**src/design/lvd_consts.svh**
```systemverilog
/*
 * Offsets, field positions, reset values and timing counts of the
 * low-voltage detector control block.
 * Assumes a 25 MHz APB clock and 32-bit aligned register words.
 */
// Function
// - Supply source, reset mode: reset while below
// - Pin source, reset mode: reset while below
// - Supply source, interrupt mode: request on both crossings
// - Pin source, interrupt mode: request on both crossings
// - Level flag at control bit 0 shows below
// - Mode at bit 1, source at bit 2
// - Enable bit 7 starts the detector
// - Interrupt mode may request right at enable
// - No reset when mode set while above
// - Any reset sets the interrupt mask
// - Detector reset recorded in cause bit 0
// - Request only while enabled and mode zero
// - Control bits survive only the detector's reset
// - Any reset clears threshold select to zero
`ifndef LVD_CONSTS_SVH
`define LVD_CONSTS_SVH

// ****************************************
// Register byte offsets
// ****************************************
`define LVD_OFS_CTRL 12'h000
`define LVD_OFS_THR 12'h004
`define LVD_OFS_CAUSE 12'h008
`define LVD_OFS_IRQ 12'h00c
`define LVD_OFS_STAT 12'h010

// ****************************************
// Field positions
// ****************************************
`define LVD_BIT_LEVEL 0
`define LVD_BIT_MODE 1
`define LVD_BIT_SRC 2
`define LVD_BIT_EN 7
`define LVD_BIT_PEND 0
`define LVD_BIT_MASK 1
`define LVD_BIT_CAUSE 0
`define LVD_BIT_READY 0
`define LVD_THR_W 4

// ****************************************
// Reset values
// ****************************************
`define LVD_RST_THR 4'h0
`define LVD_RST_MASK 1'b1

// ****************************************
// Timing
// ****************************************
`define LVD_CLK_KHZ 25000
`define LVD_STAB_NS 10000
// Longest wait, rounded up to whole cycles
`define LVD_STAB_CYC ((`LVD_STAB_NS * `LVD_CLK_KHZ + 999999) / 1000000)

`endif

```
**src/design/lvd_pkg.sv**
```systemverilog
/*
 * Types of the low-voltage detector control block.
 * Assumes lvd_consts.svh for the widths it uses.
 */
`include "lvd_consts.svh"
package lvd_pkg;
    // ****************************************
    // Stabilisation tracker states
    // ****************************************
    typedef enum logic [2:0] {
        st_off = 3'b001,
        st_settle = 3'b010,
        st_run = 3'b100
    } fsm_t;

    // ****************************************
    // Whole state of the control block
    // ****************************************
    typedef struct packed {
        fsm_t fsm;
        logic en;
        logic mode;
        logic src;
        logic [`LVD_THR_W-1:0] thr;
        logic lvl;
        logic mask;
        logic pend;
        logic cause;
        logic rst;
        logic [31:0] prdata;
    } state_t;
endpackage : lvd_pkg

```
**src/design/low_voltage_detect_ctrl.sv**
```systemverilog
/*
 * Low-voltage detector control: APB registers, comparator
 * synchronisation, internal reset and interrupt generation.
 * Assumes the analog comparator gives below-threshold levels
 * asynchronously, and chip_reset_active is high on pclk while
 * the chip is in any reset, including the one this block makes.
 */
// Decided for this implementation: the APB register port and the placing of the registers.
`timescale 1ns/1ps
`include "lvd_consts.svh"
module low_voltage_detect_ctrl
    import lvd_pkg::*;
#(
    parameter int STAB_CYC = `LVD_STAB_CYC
) (
    // Clock and reset
    input wire logic pclk,
    input wire logic presetn,
    // APB slave
    input wire logic psel,
    input wire logic penable,
    input wire logic pwrite,
    input wire logic [11:0] paddr,
    input wire logic [31:0] pwdata,
    output logic [31:0] prdata,
    output logic pready,
    output logic pslverr,
    // Analog comparator
    input wire logic supply_below_async,
    input wire logic external_sense_pin_below_async,
    output logic comparator_on,
    output logic sense_source_select,
    output logic [`LVD_THR_W-1:0] threshold_code_field,
    // Chip reset and interrupt fabric
    input wire logic chip_reset_active,
    output logic undervolt_reset,
    output logic detector_irq_request,
    output logic detector_irq_out
);
    // ****************************************
    // Declarations
    // ****************************************
    state_t st_ff; // Registered state
    state_t nxt_st; // Next state
    logic supply_below; // Synchronised supply compare
    logic pin_below; // Synchronised pin compare
    logic sel_below; // Compare of the chosen source
    logic lvl_now; // Level flag as it will be
    logic irq_req; // Crossing seen this cycle
    logic settled; // Stabilisation time elapsed
    logic wr; // APB write access
    logic rd_setup; // APB read setup
    logic mapped; // Address hits a register
    logic ord_rst; // Reset not made by this block

    // ****************************************
    // Comparator synchronisers
    // ****************************************
    // Async compare results must not reach logic directly
    bit_sync u_sync_supply (
        .pclk(pclk),
        .presetn(presetn),
        .d(supply_below_async),
        .q(supply_below)
    );

    bit_sync u_sync_pin (
        .pclk(pclk),
        .presetn(presetn),
        .d(external_sense_pin_below_async),
        .q(pin_below)
    );

    // Stabilisation timer, runs only while settling
    settle_timer #(
        .CYC(STAB_CYC)
    ) u_settle (
        .pclk(pclk),
        .presetn(presetn),
        .run(st_ff.fsm == st_settle),
        .done(settled)
    );

    // ****************************************
    // Detection logic
    // ****************************************
    // Pick the comparator that the source bit names
    assign sel_below = st_ff.src ? pin_below : supply_below;
    // Flag reads zero while disabled
    assign lvl_now = st_ff.en && sel_below;
    // Any change of the flag while enabled in interrupt mode is a request; the
    // old flag is zero while off, so enabling while low requests
    assign irq_req = st_ff.en && !st_ff.mode && (lvl_now != st_ff.lvl);

    // ****************************************
    // APB decode
    // ****************************************
    assign wr = psel && penable && pwrite;
    assign rd_setup = psel && !penable && !pwrite;
    always_comb begin
        unique case (paddr)
            `LVD_OFS_CTRL, `LVD_OFS_THR, `LVD_OFS_CAUSE,
            `LVD_OFS_IRQ, `LVD_OFS_STAT: mapped = 1'b1;
            default: mapped = 1'b0;
        endcase
    end
    // No wait states; unmapped access flagged in access phase
    assign pready = 1'b1;
    assign pslverr = psel && penable && !mapped;
    // Chip reset that this block did not cause
    assign ord_rst = chip_reset_active && !st_ff.rst;

    // ****************************************
    // Next-state logic
    // ****************************************
    always_comb begin
        nxt_st = st_ff;
        nxt_st.lvl = lvl_now;
        // Reset held while enabled, in reset mode and low; setting
        // the mode while high leaves it released
        nxt_st.rst = st_ff.en && st_ff.mode && sel_below;
        // Stabilisation tracker
        if (!st_ff.en) begin
            nxt_st.fsm = st_off;
        end else begin
            unique case (st_ff.fsm)
                st_off: nxt_st.fsm = st_settle;
                st_settle: nxt_st.fsm = settled ? st_run : st_settle;
                st_run: nxt_st.fsm = st_run;
            endcase
        end
        // Register writes
        if (wr) begin
            unique case (paddr)
                `LVD_OFS_CTRL: begin
                    nxt_st.mode = pwdata[`LVD_BIT_MODE];
                    nxt_st.src = pwdata[`LVD_BIT_SRC];
                    nxt_st.en = pwdata[`LVD_BIT_EN];
                end
                `LVD_OFS_THR: begin
                    nxt_st.thr = pwdata[`LVD_THR_W-1:0];
                end
                `LVD_OFS_CAUSE: begin
                    // Write one clears
                    if (pwdata[`LVD_BIT_CAUSE]) begin
                        nxt_st.cause = 1'b0;
                    end
                end
                `LVD_OFS_IRQ: begin
                    // Writing zero clears the pending flag
                    if (!pwdata[`LVD_BIT_PEND]) begin
                        nxt_st.pend = 1'b0;
                    end
                    nxt_st.mask = pwdata[`LVD_BIT_MASK];
                end
                default: begin
                end
            endcase
        end
        // Chip reset: mask set and threshold cleared for every
        // source; control bits kept through our own reset
        if (chip_reset_active) begin
            nxt_st.mask = `LVD_RST_MASK;
            nxt_st.thr = `LVD_RST_THR;
            nxt_st.pend = 1'b0;
        end
        if (ord_rst) begin
            nxt_st.en = 1'b0;
            nxt_st.mode = 1'b0;
            nxt_st.src = 1'b0;
        end
        // Hardware set beats any clear in the same cycle
        if (irq_req) begin
            nxt_st.pend = 1'b1;
        end
        if (nxt_st.rst && !st_ff.rst) begin
            nxt_st.cause = 1'b1;
        end
        // Read data captured in setup, stable through access
        if (rd_setup) begin
            nxt_st.prdata = 32'h0000_0000;
            unique case (paddr)
                `LVD_OFS_CTRL: begin
                    nxt_st.prdata[`LVD_BIT_LEVEL] = st_ff.lvl;
                    nxt_st.prdata[`LVD_BIT_MODE] = st_ff.mode;
                    nxt_st.prdata[`LVD_BIT_SRC] = st_ff.src;
                    nxt_st.prdata[`LVD_BIT_EN] = st_ff.en;
                end
                `LVD_OFS_THR: nxt_st.prdata[`LVD_THR_W-1:0] = st_ff.thr;
                `LVD_OFS_CAUSE: nxt_st.prdata[`LVD_BIT_CAUSE] = st_ff.cause;
                `LVD_OFS_IRQ: begin
                    nxt_st.prdata[`LVD_BIT_PEND] = st_ff.pend;
                    nxt_st.prdata[`LVD_BIT_MASK] = st_ff.mask;
                end
                `LVD_OFS_STAT: nxt_st.prdata[`LVD_BIT_READY] = (st_ff.fsm == st_run);
                default: begin
                end
            endcase
        end
    end

    // ****************************************
    // State register
    // ****************************************
    always_ff @(posedge pclk or negedge presetn) begin
        if (!presetn) begin
            st_ff <= '{fsm: st_off, thr: `LVD_RST_THR, mask: `LVD_RST_MASK, prdata: 32'h0000_0000,
                       default: 1'b0};
        end else begin
            st_ff <= nxt_st;
        end
    end

    // ****************************************
    // Outputs
    // ****************************************
    assign prdata = st_ff.prdata;
    assign comparator_on = st_ff.en;
    assign sense_source_select = st_ff.src;
    assign threshold_code_field = st_ff.thr;
    assign undervolt_reset = st_ff.rst;
    // Request pulse is combinational; a handshake-class output
    assign detector_irq_request = irq_req;
    assign detector_irq_out = st_ff.pend && !st_ff.mask;
endmodule : low_voltage_detect_ctrl

```
**src/design/bit_sync.sv**
```systemverilog
/*
 * Two-flop synchroniser for one level.
 * Assumes the input is asynchronous to pclk.
 */
`timescale 1ns/1ps
module bit_sync (
    // Clock and reset
    input wire logic pclk,
    input wire logic presetn,
    // Level
    input wire logic d,
    output logic q
);
    // First stage, read only by the second
    logic meta_ff;

    // Two stages, cleared by reset
    always_ff @(posedge pclk or negedge presetn) begin
        if (!presetn) begin
            meta_ff <= 1'b0;
            q <= 1'b0;
        end else begin
            meta_ff <= d;
            q <= meta_ff;
        end
    end
endmodule : bit_sync

```
**src/design/settle_timer.sv**
```systemverilog
/*
 * Counts the comparator stabilisation time while run is high.
 * Assumes run drops whenever the detector is disabled.
 */
`timescale 1ns/1ps
module settle_timer #(
    parameter int CYC = 250
) (
    // Clock and reset
    input wire logic pclk,
    input wire logic presetn,
    // Control
    input wire logic run,
    output logic done
);
    localparam int W = $clog2(CYC + 1);
    localparam logic [W-1:0] LAST = W'(CYC - 1);
    // Elapsed cycles
    logic [W-1:0] cnt_ff;

    // Count up, restart whenever run falls
    always_ff @(posedge pclk or negedge presetn) begin
        if (!presetn) begin
            cnt_ff <= '0;
        end else if (!run) begin
            cnt_ff <= '0;
        end else if (cnt_ff != LAST) begin
            cnt_ff <= cnt_ff + W'(1);
        end
    end

    assign done = run && (cnt_ff == LAST);
endmodule : settle_timer

```
**config.mk**
```make
export PLATFORM = sky130hd
export DESIGN_NAME = low_voltage_detect_ctrl
export DESIGN_NICKNAME = d
export VERILOG_FILES = /design/src/design/lvd_pkg.sv /design/src/design/low_voltage_detect_ctrl.sv /design/src/design/bit_sync.sv /design/src/design/settle_timer.sv
export VERILOG_INCLUDE_DIRS = /design/src /design/src/design
export SDC_FILE = /design/constraint.sdc
export NUM_CORES = 1
export LEC_CHECK = 0
export BUFFER_PORTS_ARGS = -buffer_cell sky130_fd_sc_hd__buf_2
export CORE_UTILIZATION = 49
export DETAILED_ROUTE_END_ITERATION = 8
export PLACE_DENSITY = 0.87
export SLEW_MARGIN = 20
export SYNTH_ARGS = -nofsm -noshare
export SYNTH_HDL_FRONTEND = slang
export SYNTH_SLANG_ARGS = --single-unit
```
**constraint.sdc**
```tcl
create_clock -name pclk -period 3.35 [get_ports pclk]
set_input_delay 0.1675 -clock pclk [delete_from_list [all_inputs] [get_ports pclk]]
set_output_delay 0.1675 -clock pclk [all_outputs]
set_load 0.1 [all_outputs]
```
**Yosys cells after proc, flatten, opt, wreduce, memory -nomap -nowiden**

Index checks and enable logic that the tools add are counted.

- Reductions and logical operators: 37
- Add/subtract/negate cells: 1
- Muxes and demuxes: 25
- Equal/unequal tests: 12

Operators with widths:

| operator | number |
|---|---|
| $eq A12 B4 Y1 const B | 2 |
| $mux W8 | 2 |
| $reduce_bool A2 Y1 | 8 |
| $mux W3 | 5 |
| $logic_and A1 B1 Y1 | 14 |
| $eq A12 B3 Y1 const B | 1 |
| $eq A12 B5 Y1 const B | 1 |
| $logic_not A12 Y1 | 1 |
| $mux W1 | 9 |
| $pmux W3 S3 | 1 |
| $add A8 B1 Y8 const B | 1 |
| $eq A8 B8 Y1 const B | 1 |
| $mux W4 | 2 |
| $ne A8 B8 Y1 const B | 1 |
| $mux W7 | 1 |
| $logic_not A1 Y1 | 6 |
| $reduce_and A2 Y1 | 3 |
| $reduce_and A3 Y1 | 2 |
| $reduce_bool A3 Y1 | 2 |
| $pmux W1 S5 | 1 |
| $reduce_or A5 Y1 | 1 |
| $mux W2 | 2 |
| $eq A3 B1 Y1 const B | 1 |
| $eq A3 B2 Y1 const B | 1 |
| 6 further kinds | 6 |

- Bits in registers: 32
- Output and inout port bits: 43
- Bits of input ports: 52

**Logic depth before layout (Yosys ltp)**

- Word-level depth: 6
- Depth in mapped cells: 6

**Modules after synthesis**

From an unflattened synthesis, not the netlist that was laid out.

- Cells, all modules: 193
- Area, all modules: 1856.8 sq um

By module, submodules not included:

| module | times used | cells an instance | seq. area each (sq um) | area an instance (sq um) |
|---|---|---|---|---|
| low_voltage_detect_ctrl | 1 | 145 | 503.0 | 1332.5 |
| settle_timer | 1 | 44 | 200.2 | 424.2 |
| bit_sync | 2 | 2 | 50.0 | 50.0 |

**Worst setup path before layout**

No wires, ideal clock.

- Path kind: register -> register
- Start: register st_ff, in the netlist sense_source_select
- End: register st_ff[34] (netlist bit)
- Data arrival time: 3672 ps
- Setup slack: -400 ps
- Data required time: 3272 ps
- Stages on the path, launching flop included: 5
- Library setup time: 78 ps
- Cell sequence: dfrtp_1 > mux2i_1 > xnor2_1 > nor3_1 > nand2b_1

- Longest elaborated chain between the ends: 6
- Elaborated cells on any way between the ends: 9

RTL lines:

| item | line | RTL |
|---|---|---|
| start: declaration | low_voltage_detect_ctrl.sv:43 | `state_t st_ff;` |
| start signal: assignment | low_voltage_detect_ctrl.sv:207 | `` st_ff <= '{fsm: st_off, thr: `LVD_RST_THR, mask: `LVD_RST_MASK, prdata: 32'h0000_0000, `` |
| start signal: assignment | low_voltage_detect_ctrl.sv:210 | `st_ff <= nxt_st;` |
| $mux W1 * | low_voltage_detect_ctrl.sv:88 | `assign sel_below = st_ff.src ? pin_below : supply_below;` |
| $logic_and A1 B1 Y1 * | low_voltage_detect_ctrl.sv:90 | `assign lvl_now = st_ff.en && sel_below;` |
| $ne A1 B1 Y1 * | low_voltage_detect_ctrl.sv:93 | `assign irq_req = st_ff.en && !st_ff.mode && (lvl_now != st_ff.lvl);` |
| $logic_and A1 B1 Y1 * | low_voltage_detect_ctrl.sv:93 |  |
| named net detector_irq_request | low_voltage_detect_ctrl.sv:37 | `output logic detector_irq_request,` |
| $ne A3 B1 Y1 (no line) / $reduce_bool A3 Y1 (equally long branches) | n/a |  |
| $reduce_and A3 Y1 (no line) | n/a |  |

The timed path passes the listed nets; every way through them passes the cells marked *.
A chain may end at the register's enable or synchronous reset.

**Worst setup path after layout**

- Start: register st_ff, in the netlist sense_source_select
- End: output port detector_irq_request

- Longest elaborated chain between the ends: 4

RTL lines:

| item | line |
|---|---|
| $mux W1 | low_voltage_detect_ctrl.sv:88 |
| $logic_and A1 B1 Y1 | low_voltage_detect_ctrl.sv:90 |
| $ne A1 B1 Y1 | low_voltage_detect_ctrl.sv:93 |
| $logic_and A1 B1 Y1 | low_voltage_detect_ctrl.sv:93 |
| end: declaration | low_voltage_detect_ctrl.sv:37 |

No other way between the ends.

==> results.sh <==
export IMPL_ant_nets=0
export IMPL_drt_iter0_markers=35
export IMPL_cp_required_ps=3180
export IMPL_synthFlopType="dfrtp_1"
export IMPL_cts_root_buffer="clkbuf_8"
export IMPL_grt_start_max_net_pins=33
export IMPL_vias=1338
export IMPL_fill_cells=325
export IMPL_p_leak_nw=0.981
export IMPL_syn_area_sq_mm=0.00183
export IMPL_hold_buffers=3
export IMPL_run_status="finished clean"
export IMPL_rsz0062_at_grt="no"
export IMPL_drive_gt1_share_pct=26.4
export IMPL_routedWlPerCell_um=11.9
export IMPL_finalHoldViolations=0
export IMPL_use_met2_pct=28.2
export IMPL_arrival_ps=1700
export IMPL_num_rows=21
export IMPL_syn_instance_count=191
export IMPL_io_pins=95
export IMPL_synth_edf_count=0
export IMPL_mostFrequentLayoutCell="buf_2"
export IMPL_antenna_found_initial=0
export IMPL_drtPass1Iterations=4
export IMPL_ys_types=42
export IMPL_routabilityCongestion=0.755
export IMPL_die_width_um=63.2
export IMPL_grt_pass1_wl_um=5480
export IMPL_cts_reportedPaths_clkPinSlew_ps=70
export IMPL_slowest_stage="buf_2"
export IMPL_clock_sinks=32
export IMPL_fmaxAchievable_mhz=537
export IMPL_finalSetupTns_ps=0
export IMPL_nNetsFinal=280
export IMPL_cp_end_kind="primary output"
export IMPL_worstSkewPairLatency_ps=280
export IMPL_worst_path_largest_cell_delay_ps=460
export IMPL_synth_async_reset_ratio_pct=100
export IMPL_cts_resized=0
export IMPL_critPathLaunchType="flop"
export IMPL_use_met1_pct=22.1
export IMPL_numCtsBuffers=5
export IMPL_total_power_uw=980
export IMPL_dieArea_sq_mm=0.00399
export IMPL_die_y_um=63.2
export IMPL_yosysSeqAreaShare_pct=43.8
export IMPL_holdCritPathClass="primary input to flop"
export IMPL_syn_avg_cell_area_sq_um=9.60
export IMPL_slew_limit_headroom_pct=54.5
export IMPL_first_global_vias=1244
export IMPL_overflow=0
export IMPL_ys_warnings_count=0
export IMPL_viasPerCell=4.90
export IMPL_finClkSkew_ps=7.95
export IMPL_p_per_area_mw_per_mm2=477
export IMPL_area_growth_syn_to_layout_pct=12.1
export IMPL_critPathKind="flop to primary output"
export IMPL_timing_final_crit_share_pct=55.6
export IMPL_drv_cap=0
export IMPL_cts_buffer_depth=2
export IMPL_fin_crit_ps=1860
export IMPL_drc=0
export IMPL_met3_usage_pct=5.80
export IMPL_path_max_fanout=4
export IMPL_most_common_layout_cells="buf_2 (39), dfrtp_1 (30), conb_1 (28)"
export IMPL_setup_ws_ps=1490
export IMPL_core_area_sq_mm=0.00347
export IMPL_n_antenna_cell=0
export IMPL_ys_ff_latch=32
export IMPL_post_cts_buffers=0
export IMPL_worstMarginPinSlew_ps=682
export IMPL_grt_busiest_layer="met2"
export IMPL_place_ws_ps=1780
export IMPL_setup_violations=0
export IMPL_htreeDepth=2
export IMPL_grt_total_usage_pct=18.3
export IMPL_finalMaxSlewViolations=0
export IMPL_path_cells="mux2i_1 -> xnor2_1 -> nor3_2 -> buf_2"
export IMPL_initial_core_util_pct=52.8
export IMPL_irDropWorstVdd_uv=418
export IMPL_wl_um=3250
export IMPL_port_buffers=39
export IMPL_tritoncts="done"
export IMPL_dp_final_hpwl_um=2410
[through the flow]
step	cells	hold WS (ps)	area [sq um]	utilization, %
detailed placement	262	238	1900	54.7
finish	273	114	2050	59.2
global placement	262	237	1900	54.7
global route	273	110	2050	59.2
CTS	273	103	2050	59.2
floorplan	217	-128	1940	-
[final cells by class]
| class | count | area [sq um] | area share (%) |
|---|---|---|---|
| clock buffer | 7 | 96.3 | 4.69 |
| tap | 46 | 57.6 | 2.80 |
| multi-input combinational | 140 | 823 | 40.1 |
| timing repair buffer | 42 | 225 | 11.0 |
| sequential | 32 | 803 | 39.1 |
| clock inverter | 1 | 30.0 | 1.46 |
| inverter | 5 | 18.8 | 0.914 |
[cell families after synthesis]
group	count (synthesis)	synth area share, %
AOI/OAI and AO/OA	32	10.7
xor gates and xnor gates	5	2.39
adders and majority gates	2	1.36
buffers and inverters	45	16.9
DFF	32	43.8
muxes	7	3.82
other	2	0.410
and+or+nand+nor	66	20.6
[final timing paths]
check,startpoint,to,slack (ps),depth (start not counted)
worst max-delay path,sense_source_select$_DFFE_PN0P_,detector_irq_request,1490,4
worst min-delay path,chip_reset_active,threshold_code_field[0]$_DFFE_PN0P_,110,2
worst max register to register,u_settle.cnt_ff[3]$_DFFE_PN0P_,st_ff[46]$_DFF_PN0_,1810,4
worst min register to register,u_sync_pin.meta_ff$_DFF_PN0_,u_sync_pin.q$_DFF_PN0_,350,0
max in group asynchronous,presetn,sense_source_select$_DFFE_PN0P_,2450,2
min in group asynchronous,presetn,u_settle.cnt_ff[3]$_DFFE_PN0P_,450,2
[state kept, by name, indices dropped and copies added, names as in the netlist, 4 cells and up]
name,cells
st_ff,8
prdata,5
threshold_code_field,4
u_settle.cnt_ff,8
[where the power goes]
group | switching [mW] | internal, mW | total [mW]
clock | 0.138 | 0.262 | 0.400
sequential | 0.000661 | 0.389 | 0.390
combinational | 0.171 | 0.0190 | 0.190
[critical path, delay by kind of cell, from the launching register on]
family	cells	cell delay, ps
buf+inv	1	460
simple gates	1	140
flops	1	420
mux	1	280
xor+xnor	1	100
[synthesized netlist by cell type (2+ instances only)]
library cell / count / area share (%)
or3_1: 3 / 1.0
conb_1: 2 / 0.41
o31ai_1: 2 / 0.82
mux2i_1: 7 / 3.8
xnor2_1: 2 / 0.96
nand3_1: 7 / 1.9
xor2_1: 3 / 1.4
nor2_1: 11 / 2.3
a31oi_1: 2 / 0.68
inv_1: 5 / 1.0
buf_4: 37 / 15
nor2b_1: 2 / 0.68
dfstp_2: 2 / 2.9
o21ai_0: 11 / 3.0
nand2b_1: 7 / 2.4
a21oi_1: 10 / 2.7
dfrtp_1: 30 / 41
nand2_1: 20 / 4.1
ha_1: 2 / 1.4
o31ai_2: 2 / 1.4
nor3_1: 2 / 0.55
a211oi_1: 2 / 0.82
[metal layers]
layer,vias to the layer above,wire length (um)
met5,-,0
met4,0,65
met3,5,205
met2,50,1560
met1,627,1410
li1,656,-
Note: power is estimated with default switching activity, not from simulation.
